===== src/frled_pkg.sv =====
// What this block does
// - Reaction 0: warning only, no action
// - Reaction 1: signal, disable power stage
// - Reaction 2: quick-stop, wait start withdrawn
// - Reaction 3: disable stage, block autorestart
// - Reaction 4: quick-stop, wait, block autorestart
// - Reaction 5: disable, reset only by power-off
// - Restart block only with autostart programmed
// - Green on; yellow ready on, enabled flashing
// - Warning while enabled: yellow flashes, green on
// - Error: yellow off, red flash code
// - Undervoltage: two flashes, reaction one
// - Overload/overtemp errors: reaction 3, counts 5-8
// - Report error location number to keypad
`default_nettype none
package frled_pkg;
  localparam logic [2:0] REACT_WARN     = 3'h0;
  localparam logic [2:0] REACT_DISABLE  = 3'h1;
  localparam logic [2:0] REACT_QSTOP    = 3'h2;
  localparam logic [2:0] REACT_LOCK     = 3'h3;
  localparam logic [2:0] REACT_QS_LOCK  = 3'h4;
  localparam logic [2:0] REACT_POWERCUT = 3'h5;
  localparam logic [3:0] FLASH_GENERIC  = 4'h1;
  localparam logic [3:0] FLASH_UNDERV   = 4'h2;
  localparam logic [3:0] FLASH_OVERCUR  = 4'h3;
  localparam logic [3:0] FLASH_OVERVOLT = 4'h4;
  localparam logic [3:0] FLASH_MOT_OVLD = 4'h5;
  localparam logic [3:0] FLASH_DEV_OVLD = 4'h6;
  localparam logic [3:0] FLASH_MOT_HOT  = 4'h7;
  localparam logic [3:0] FLASH_DEV_HOT  = 4'h8;
  localparam int CLK_HZ        = 50000000;
  localparam int FLASH_MS      = 250;
  localparam int PAUSE_MS      = 1000;
  localparam int FLASH_CYCLES  = CLK_HZ / 1000 * FLASH_MS;
  localparam int PAUSE_CYCLES  = CLK_HZ / 1000 * PAUSE_MS;
  localparam int CNT_W         = 26;

  typedef struct packed {
    logic       overcurrent_error;
    logic       overvoltage_error;
    logic       motor_overload_error;
    logic       device_overload_error;
    logic       motor_overtemp_error;
    logic       device_overheat_error;
    logic       undervoltage_error;
    logic       other_error;
    logic [2:0] other_reaction;
    logic [7:0] location;
  } frled_err_t;

  typedef struct packed {
    logic       active;
    logic       warning;
    logic [2:0] reaction;
    logic [3:0] flash_count;
    logic [7:0] location;
  } frled_report_t;
endpackage : frled_pkg
`default_nettype wire


===== src/frled_top.sv =====
`default_nettype none
module frled_top
  import frled_pkg::*;
#(
  parameter int FLASH_LEN = FLASH_CYCLES,
  parameter int PAUSE_LEN = PAUSE_CYCLES
) (
  input  wire logic          clk_in,
  input  wire logic          reset_in,
  input  wire frled_err_t    err_in,
  input  wire logic          err_strobe_in,
  input  wire logic          power_stage_enable_input_in,
  input  wire logic          control_enable_in,
  input  wire logic          start_signal_in,
  input  wire logic          autostart_in,
  input  wire logic          error_reset_in,
  output var  logic          power_stage_disable_out,
  output var  logic          quick_stop_out,
  output var  logic          restart_block_out,
  output var  logic          red_indicator_out,
  output var  logic          yellow_indicator_out,
  output var  logic          green_indicator_out,
  output var  frled_report_t report_out
);

  typedef enum logic [1:0] {FRLED_IDLE, FRLED_FAULT, FRLED_WAIT_START, FRLED_LATCHED} frled_state_t;
  typedef enum logic [1:0] {FRLED_DARK, FRLED_ON, FRLED_OFF, FRLED_GAP} frled_flash_t;

  // Pin inputs, two-stage synchronised
  logic [1:0] ena_sync, ctl_sync, start_sync, rst_sync;
  frled_state_t state, next_state;
  frled_report_t report, next_report;
  logic disable_q, next_disable_q, qstop, next_qstop, lock, next_lock;
  frled_flash_t fstate, next_fstate;
  logic [CNT_W-1:0] tick, next_tick;
  logic [3:0] fcount, next_fcount;
  logic [CNT_W-1:0] blink, next_blink;
  logic red, next_red, yellow, next_yellow, green, next_green;
  logic [2:0] new_react;
  logic [3:0] new_flash;
  logic new_err;

  always_ff @(posedge clk_in) begin
    if (reset_in) begin
      ena_sync <= 2'h0;
      ctl_sync <= 2'h0;
      start_sync <= 2'h0;
      rst_sync <= 2'h0;
    end else begin
      ena_sync <= {ena_sync[0], power_stage_enable_input_in};
      ctl_sync <= {ctl_sync[0], control_enable_in};
      start_sync <= {start_sync[0], start_signal_in};
      rst_sync <= {rst_sync[0], error_reset_in};
    end
  end

  // Error classification
  always_comb begin
    new_err = err_strobe_in;
    new_react = err_in.other_reaction;
    new_flash = FLASH_GENERIC;
    if (err_in.undervoltage_error) begin
      new_react = REACT_DISABLE;
      new_flash = FLASH_UNDERV;
    end else if (err_in.overcurrent_error) begin
      new_react = REACT_LOCK;
      new_flash = FLASH_OVERCUR;
    end else if (err_in.overvoltage_error) begin
      new_react = REACT_LOCK;
      new_flash = FLASH_OVERVOLT;
    end else if (err_in.motor_overload_error) begin
      new_react = REACT_LOCK;
      new_flash = FLASH_MOT_OVLD;
    end else if (err_in.device_overload_error) begin
      new_react = REACT_LOCK;
      new_flash = FLASH_DEV_OVLD;
    end else if (err_in.motor_overtemp_error) begin
      new_react = REACT_LOCK;
      new_flash = FLASH_MOT_HOT;
    end else if (err_in.device_overheat_error) begin
      new_react = REACT_LOCK;
      new_flash = FLASH_DEV_HOT;
    end else if (err_in.other_error) begin
      new_react = (err_in.other_reaction > REACT_POWERCUT) ? REACT_POWERCUT : err_in.other_reaction;
    end else begin
      new_err = 1'b0;
    end
  end

  // Reaction sequencer
  always_comb begin
    next_state = state;
    next_report = report;
    next_disable_q = disable_q;
    next_qstop = qstop;
    next_lock = lock;
    // A new error is taken unless a power-cut fault already holds
    if (new_err && state != FRLED_LATCHED) begin
      next_report = '{active: 1'b1, warning: (new_react == REACT_WARN), reaction: new_react,
                      flash_count: new_flash, location: err_in.location};
      case (new_react)
        REACT_WARN: begin
          if (state == FRLED_IDLE) begin
            next_state = FRLED_IDLE;
          end
        end
        REACT_DISABLE: begin
          next_state = FRLED_FAULT;
          next_disable_q = 1'b1;
          next_qstop = 1'b0;
        end
        REACT_QSTOP: begin
          next_state = FRLED_WAIT_START;
          next_qstop = 1'b1;
        end
        REACT_LOCK: begin
          next_state = FRLED_FAULT;
          next_disable_q = 1'b1;
          next_qstop = 1'b0;
          next_lock = autostart_in;
        end
        REACT_QS_LOCK: begin
          next_state = FRLED_WAIT_START;
          next_qstop = 1'b1;
          next_lock = autostart_in;
        end
        default: begin
          next_state = FRLED_LATCHED;
          next_disable_q = 1'b1;
          next_qstop = 1'b0;
        end
      endcase
    end else begin
      case (state)
        FRLED_IDLE: begin
          if (rst_sync[1] && report.warning) begin
            next_report.active = 1'b0;
            next_report.warning = 1'b0;
          end
        end
        FRLED_WAIT_START: begin
          if (!start_sync[1]) begin
            next_qstop = 1'b0;
            next_disable_q = 1'b1;
            next_state = FRLED_FAULT;
          end
        end
        FRLED_FAULT: begin
          if (rst_sync[1] && !start_sync[1]) begin
            next_state = FRLED_IDLE;
            next_disable_q = 1'b0;
            next_report = '0;
          end
        end
        FRLED_LATCHED: begin
          next_state = FRLED_LATCHED;
        end
        default: begin
          next_state = FRLED_IDLE;
        end
      endcase
      // Block ends once idle and released
      if (state == FRLED_IDLE && start_sync[1] == 1'b0 && !report.active) begin
        next_lock = 1'b0;
      end
    end
    if (!autostart_in) begin
      next_lock = 1'b0;
    end
  end

  always_ff @(posedge clk_in) begin
    if (reset_in) begin
      state <= FRLED_IDLE;
      report <= '0;
      disable_q <= 1'b0;
      qstop <= 1'b0;
      lock <= 1'b0;
    end else begin
      state <= next_state;
      report <= next_report;
      disable_q <= next_disable_q;
      qstop <= next_qstop;
      lock <= next_lock;
    end
  end

  // Red flash code and yellow blink
  always_comb begin
    next_fstate = fstate;
    next_tick = tick;
    next_fcount = fcount;
    next_red = 1'b0;
    next_blink = (blink >= CNT_W'(2 * FLASH_LEN - 1)) ? '0 : blink + 1'b1;
    next_yellow = 1'b0;
    next_green = 1'b1;
    case (fstate)
      FRLED_DARK: begin
        if (report.active && !report.warning) begin
          next_fstate = FRLED_ON;
          next_tick = '0;
          next_fcount = report.flash_count;
        end
      end
      FRLED_ON: begin
        next_red = 1'b1;
        next_tick = tick + 1'b1;
        if (tick >= CNT_W'(FLASH_LEN - 1)) begin
          next_tick = '0;
          next_fcount = fcount - 4'h1;
          next_fstate = (fcount == 4'h1) ? FRLED_GAP : FRLED_OFF;
        end
      end
      FRLED_OFF: begin
        next_tick = tick + 1'b1;
        if (tick >= CNT_W'(FLASH_LEN - 1)) begin
          next_tick = '0;
          next_fstate = FRLED_ON;
        end
      end
      FRLED_GAP: begin
        next_tick = tick + 1'b1;
        if (tick >= CNT_W'(PAUSE_LEN - 1)) begin
          next_fstate = FRLED_DARK;
        end
      end
      default: begin
        next_fstate = FRLED_DARK;
      end
    endcase
    if (!report.active || report.warning) begin
      next_fstate = FRLED_DARK;
      next_red = report.warning;
      if (ctl_sync[1]) begin
        next_yellow = (blink < CNT_W'(FLASH_LEN));
      end else begin
        next_yellow = ena_sync[1];
      end
    end
  end

  always_ff @(posedge clk_in) begin
    if (reset_in) begin
      fstate <= FRLED_DARK;
      tick <= '0;
      fcount <= 4'h0;
      blink <= '0;
      red <= 1'b0;
      yellow <= 1'b0;
      green <= 1'b1;
    end else begin
      fstate <= next_fstate;
      tick <= next_tick;
      fcount <= next_fcount;
      blink <= next_blink;
      red <= next_red;
      yellow <= next_yellow;
      green <= next_green;
    end
  end

  assign power_stage_disable_out = disable_q;
  assign quick_stop_out = qstop;
  assign restart_block_out = lock;
  assign red_indicator_out = red;
  assign yellow_indicator_out = yellow;
  assign green_indicator_out = green;
  assign report_out = report;

  // Fault paths
  undervolt_react_a: assert property (@(posedge clk_in) disable iff (reset_in)
    (err_strobe_in && err_in.undervoltage_error && state != FRLED_LATCHED)
      |=> (report.flash_count == FLASH_UNDERV && disable_q))
    else $error("undervoltage not mapped to two flashes and disable");
  lock_react_a: assert property (@(posedge clk_in) disable iff (reset_in)
    (err_strobe_in && !err_in.undervoltage_error && err_in.overcurrent_error && state != FRLED_LATCHED)
      |=> (report.reaction == REACT_LOCK && report.flash_count == FLASH_OVERCUR))
    else $error("overcurrent not mapped to reaction three");
  powercut_hold_a: assert property (@(posedge clk_in) disable iff (reset_in)
    (state == FRLED_LATCHED) |=> (state == FRLED_LATCHED && disable_q))
    else $error("power-cut fault released");
  lock_autostart_a: assert property (@(posedge clk_in) disable iff (reset_in)
    (!autostart_in) |=> !lock)
    else $error("restart block without autostart");
  qstop_wait_a: assert property (@(posedge clk_in) disable iff (reset_in)
    (state == FRLED_WAIT_START && start_sync[1] && !err_strobe_in) |=> qstop)
    else $error("quick-stop dropped before start withdrawn");
  error_yellow_a: assert property (@(posedge clk_in) disable iff (reset_in)
    (report.active && !report.warning) |=> !yellow)
    else $error("yellow lit during error");
  ready_yellow_a: assert property (@(posedge clk_in) disable iff (reset_in)
    (!report.active && ena_sync[1] && !ctl_sync[1]) |=> yellow)
    else $error("yellow dark when ready");
  warning_only_a: assert property (@(posedge clk_in) disable iff (reset_in)
    (state == FRLED_IDLE && err_strobe_in && new_react == REACT_WARN && new_err && !disable_q)
      |=> (!disable_q && !qstop && state == FRLED_IDLE))
    else $error("warning changed drive state");
endmodule : frled_top
`default_nettype wire


===== config.mk =====
export PLATFORM = sky130hd
export DESIGN_NAME = frled_top
export DESIGN_NICKNAME = d
export VERILOG_FILES = /design/src/frled_pkg.sv /design/src/frled_top.sv
export SDC_FILE = /design/constraint.sdc
export NUM_CORES = 1
export LEC_CHECK = 0
export BUFFER_PORTS_ARGS = -buffer_cell sky130_fd_sc_hd__buf_4
export CAP_MARGIN = 25
export CORE_ASPECT_RATIO = 0.8
export CORE_MARGIN = 2
export CORE_UTILIZATION = 45
export CTS_CLUSTER_SIZE = 14
export DETAILED_ROUTE_END_ITERATION = 6
export GPL_ROUTABILITY_DRIVEN = 0
export PLACE_DENSITY_LB_ADDON = 0.08
export SETUP_SLACK_MARGIN = 0.3
export SLEW_MARGIN = 20
export SYNTH_ARGS = -nofsm -noshare
export SYNTH_HDL_FRONTEND = slang
export SYNTH_SLANG_ARGS = --single-unit

===== constraint.sdc =====
create_clock -name clk_in -period 2.9 [get_ports clk_in]
set_clock_uncertainty 0.15 [all_clocks]
set_input_delay 0.725 -clock clk_in [delete_from_list [all_inputs] [get_ports clk_in]]
set_output_delay 0.725 -clock clk_in [all_outputs]
set_load 0.01 [all_outputs]

==> out/results.md <==
* 48 — count of input and output buffers
* clkbuf_16 — cell chosen for the clock root
* 532.5 nW/um^2 — Pwr Density
* 0 — number of enable flip-flop cells after synthesis
* yes — clock tree from TritonCTS
* 0.07 ns — post-CTS clock slew at the launch and capture registers of the worst setup and hold paths
* flop to flop — Worst Setup Path Type
* 3.02 ns — Worst EP required
* 44.7% — fraction of power consumed by sequential logic
* tick[0] — Reg2Reg Launch Point
* 1 — Hold Path Depth
* flop to flop — path type of the worst min-delay path
* 8.344 sq um — synthesized area per cell
* 14.11 um — wire length per cell
* 0 ns — total negative slack
* 2.009 nW — Static Leak
* 0.43 ns — slack of the worst reg-to-reg path
* 19.55% — total global-route track usage
* 33 — number of standard-cell rows in the floorplan
* dfxtp_1 — Top FF cell, synth
* dfxtp_1 — most common library cell in the layout ignoring fill and taps
* 50 — num ports
* 10160 sq um — placeable core region
* 38.83% — sequential element share of the synthesized area
* 94.82 um — die extent in y
* 45.68% — Initial Util
* 5.513 — drt via density
* 979 — count of filler cells inserted in the layout
* 0 — total number of yosys warnings
* dfxtp_1 (39%), nor2_1 (5.7%), a21oi_1 (3.9%) — largest cells by area after synthesis
* 3.236% — area share of fa/ha/maj cells after synthesis
* 0 — count of hold-fix buffers inserted at cts
* 0.6677 ns — Least-Margin Pin Slew
* 28 — pin count of the biggest net entering global routing
* flop — Crit. End Element
* 2 — maximum clock path buffer count
* 117.5 um — width of the die
* 11140 sq um — area of the die
* 1.969% — post-synthesis mux area share
* 2.59 ns — worst endpoint data arrival time
* 0 — remaining antenna violation count after routing
* 3 — total number of H-tree levels
* 0% — async set-or-reset flop fraction in the synthesized netlist
* simple AND/OR/NAND/NOR gates — dominant combinational cell family by area after synthesis
* ctl_sync[1] — endpoint of the worst hold-timing path
* 595 — Syn Nets
* 4639 sq um — cell area after technology mapping
* 7 — depth of the worst register-to-register path
* 74 — distinct cell type count of the synthesized netlist
* 643 — # nets final
* 15.60% — share of cells above drive strength 1
* dfxtp_1 (90), nor2_1 (70), buf_4 (60) — commonest non-fill, non-tap cells in the layout
* 3781 — vias in the first global route
* ctl_sync[0] — Hold Startpoint
* 5135 sq um — area of placed instances
* 90 — Sinks on Clock Net
* 0 — final setup violation count
* 5477 sq um — final design area excluding fillers
* 4.720% — synthesized-area fraction occupied by xor and xnor cells
* 246 — drt first-iter violations
* dfxtp_1 — library cell occupying the most area in the post-synthesis netlist
* 21 — critical path fanouts, max
* 0 — max-cap violation count
* 9 — number of buffers added by the clock tree synthesis step
* 26.94% — basic-gate share of the synthesized area counting and, or, nand and nor cells
* 0 — Final Max Tran Viols
* 0 — gr ovfl total
* 85.10% — crit share post-route
* 0.34 ns — worst-skew pair later-pin latency
* 4 — Detailed Routing Iterations Pass 1
* 10570 um — detailed-route wire length
* 0.7276 mW — switching pwr
* 2.468 ns — Period minus WS final
* 556 — post-synthesis instance total
* 2.189 mW — cell internal pwr
* 0.4052 GHz — Fmax achieved
* 38.83% — share of Yosys cell area claimed by the top area cell type
* 19.07% — post-synthesis compound-gate area fraction
* 0 — final antenna diode count
* 17870 um — first-pass GRT wire length
* 24.95% — Sw Ratio
* 0 — final-report hold violation count
* 0 — antenna violations before repair
* tick[22] — capture point of the worst reg-to-reg path
* 90 — Synth Register Bits
* 18.04% — layout overhead on the synthesized area
* 55.48% — Max-slew headroom
* 7680 um — HPWL after detailed placement
* 0 — # DRC
* 53.92% — Util after Layout
* 4129 — vias after detailed routing
* flop — CP Launch Type
* no — setup repair after global routing missed its margin
* finished, final reports clean — outcome
* 432.2 uV — maximum resistive drop on vdd
* 11.3% — Comb pwr share
* 44.0% — clock share of power
## worst max-delay path by stage
| stage | start | end | slack [ns] |
|---|---|---|---|
| after detailed placement | err_strobe_in | report_out[11] | 0.20 |
| after CTS | state[0] | report_out[11] | 0.39 |
| after global placement | err_in[14] | power_stage_disable_out | 0.20 |
| after floorplan | err_in[14] | report_out[10] | 0.46 |
| after global routing | tick[0] | tick[22] | 0.32 |
| final | tick[0] | tick[22] | 0.43 |
## flip-flops by register name, indices dropped and copies added (netlist names), 2 cells and up
| name | flops |
|---|---|
| state | 2 |
| fcount | 4 |
| report_out | 17 |
| blink | 26 |
| rst_sync | 2 |
| ena_sync | 2 |
| fstate | 2 |
| tick | 26 |
| start_sync | 2 |
| ctl_sync | 2 |
## routing by layer
layer | up-vias | global-route usage (%) | share of wire, %
met5 | - | 0 | 0
met4 | 0 | 6.325 | 1.1
met3 | 8 | 4.287 | 3.7
met2 | 71 | 31.24 | 44
met1 | 1945 | 26.51 | 51
li1 | 2105 | - | -
## cell usage after synthesis, drive strengths merged (14+ instances only)
cell    n
o21ai  30
buf    14
a21oi  37
xor2   16
nor2   70
nand4  19
inv    28
nand2  39
a22oi  14
nand3  29
dfxtp  90
## worst max-delay path: stages (launching register included)
cell and delay (ns):
dfxtp_1 0.34, ha_1 0.26, and4_2 0.31, nor4_4 0.28
o211ai_2 0.18, a21o_4 0.31, or4_1 0.47, o21ai_0 0.08
## layout make-up
| cell class | instances | area (sq um) | area share, % |
|---|---|---|---|
| clock inverter | 7 | 105.1 | 1.919 |
| multi-input combinational | 415 | 2614 | 47.73 |
| sequential | 90 | 1802 | 32.90 |
| inverter | 28 | 105.1 | 1.919 |
| tap | 140 | 175.2 | 3.199 |
| timing repair buffer | 60 | 450.4 | 8.225 |
| clock buffer | 9 | 225.2 | 4.112 |
## timing repair
| item | CTS | global route |
|---|---|---|
| endpoints found under the setup margin | 1 | 1 |
| buffers inserted | 0 | 0 |
| endpoints found under the hold margin | 0 | 0 |
| gates resized for setup | 1 | 1 |
## power groups by stage
stage | registers [mW] | clock network, mW | logic, mW
floorplan | 1.33 | 0 | 0.199
global placement | 1.33 | 0 | 0.324
detailed placement | 1.33 | 0 | 0.330
CTS | 1.30 | 1.32 | 0.330
global route | 1.31 | 1.37 | 0.370
finish | 1.30 | 1.28 | 0.330
## stage by stage
stage,hold WS (ns),std cells,setup slack [ns],total power [mW]
6_report,0.2895,749,0.4321,2.916
5_1_grt,0.3148,749,0.3154,3.042
2_1_floorplan,0.2638,556,0.4583,1.533
4_1_cts,0.2961,749,0.3917,2.954
3_3_place_gp,0.2723,733,0.1986,1.653
3_5_place_dp,0.2762,733,0.1979,1.660
## cell families after synthesis
| kind of cell | after synthesis |
|---|---|
| simple gates | 234 |
| compound gates | 133 |
| flops | 90 |
| buf+inv | 51 |
| xor+xnor | 25 |
| fa+ha+maj | 12 |
| mux | 9 |
| other cells | 2 |
(Power assumes the default switching activity.)
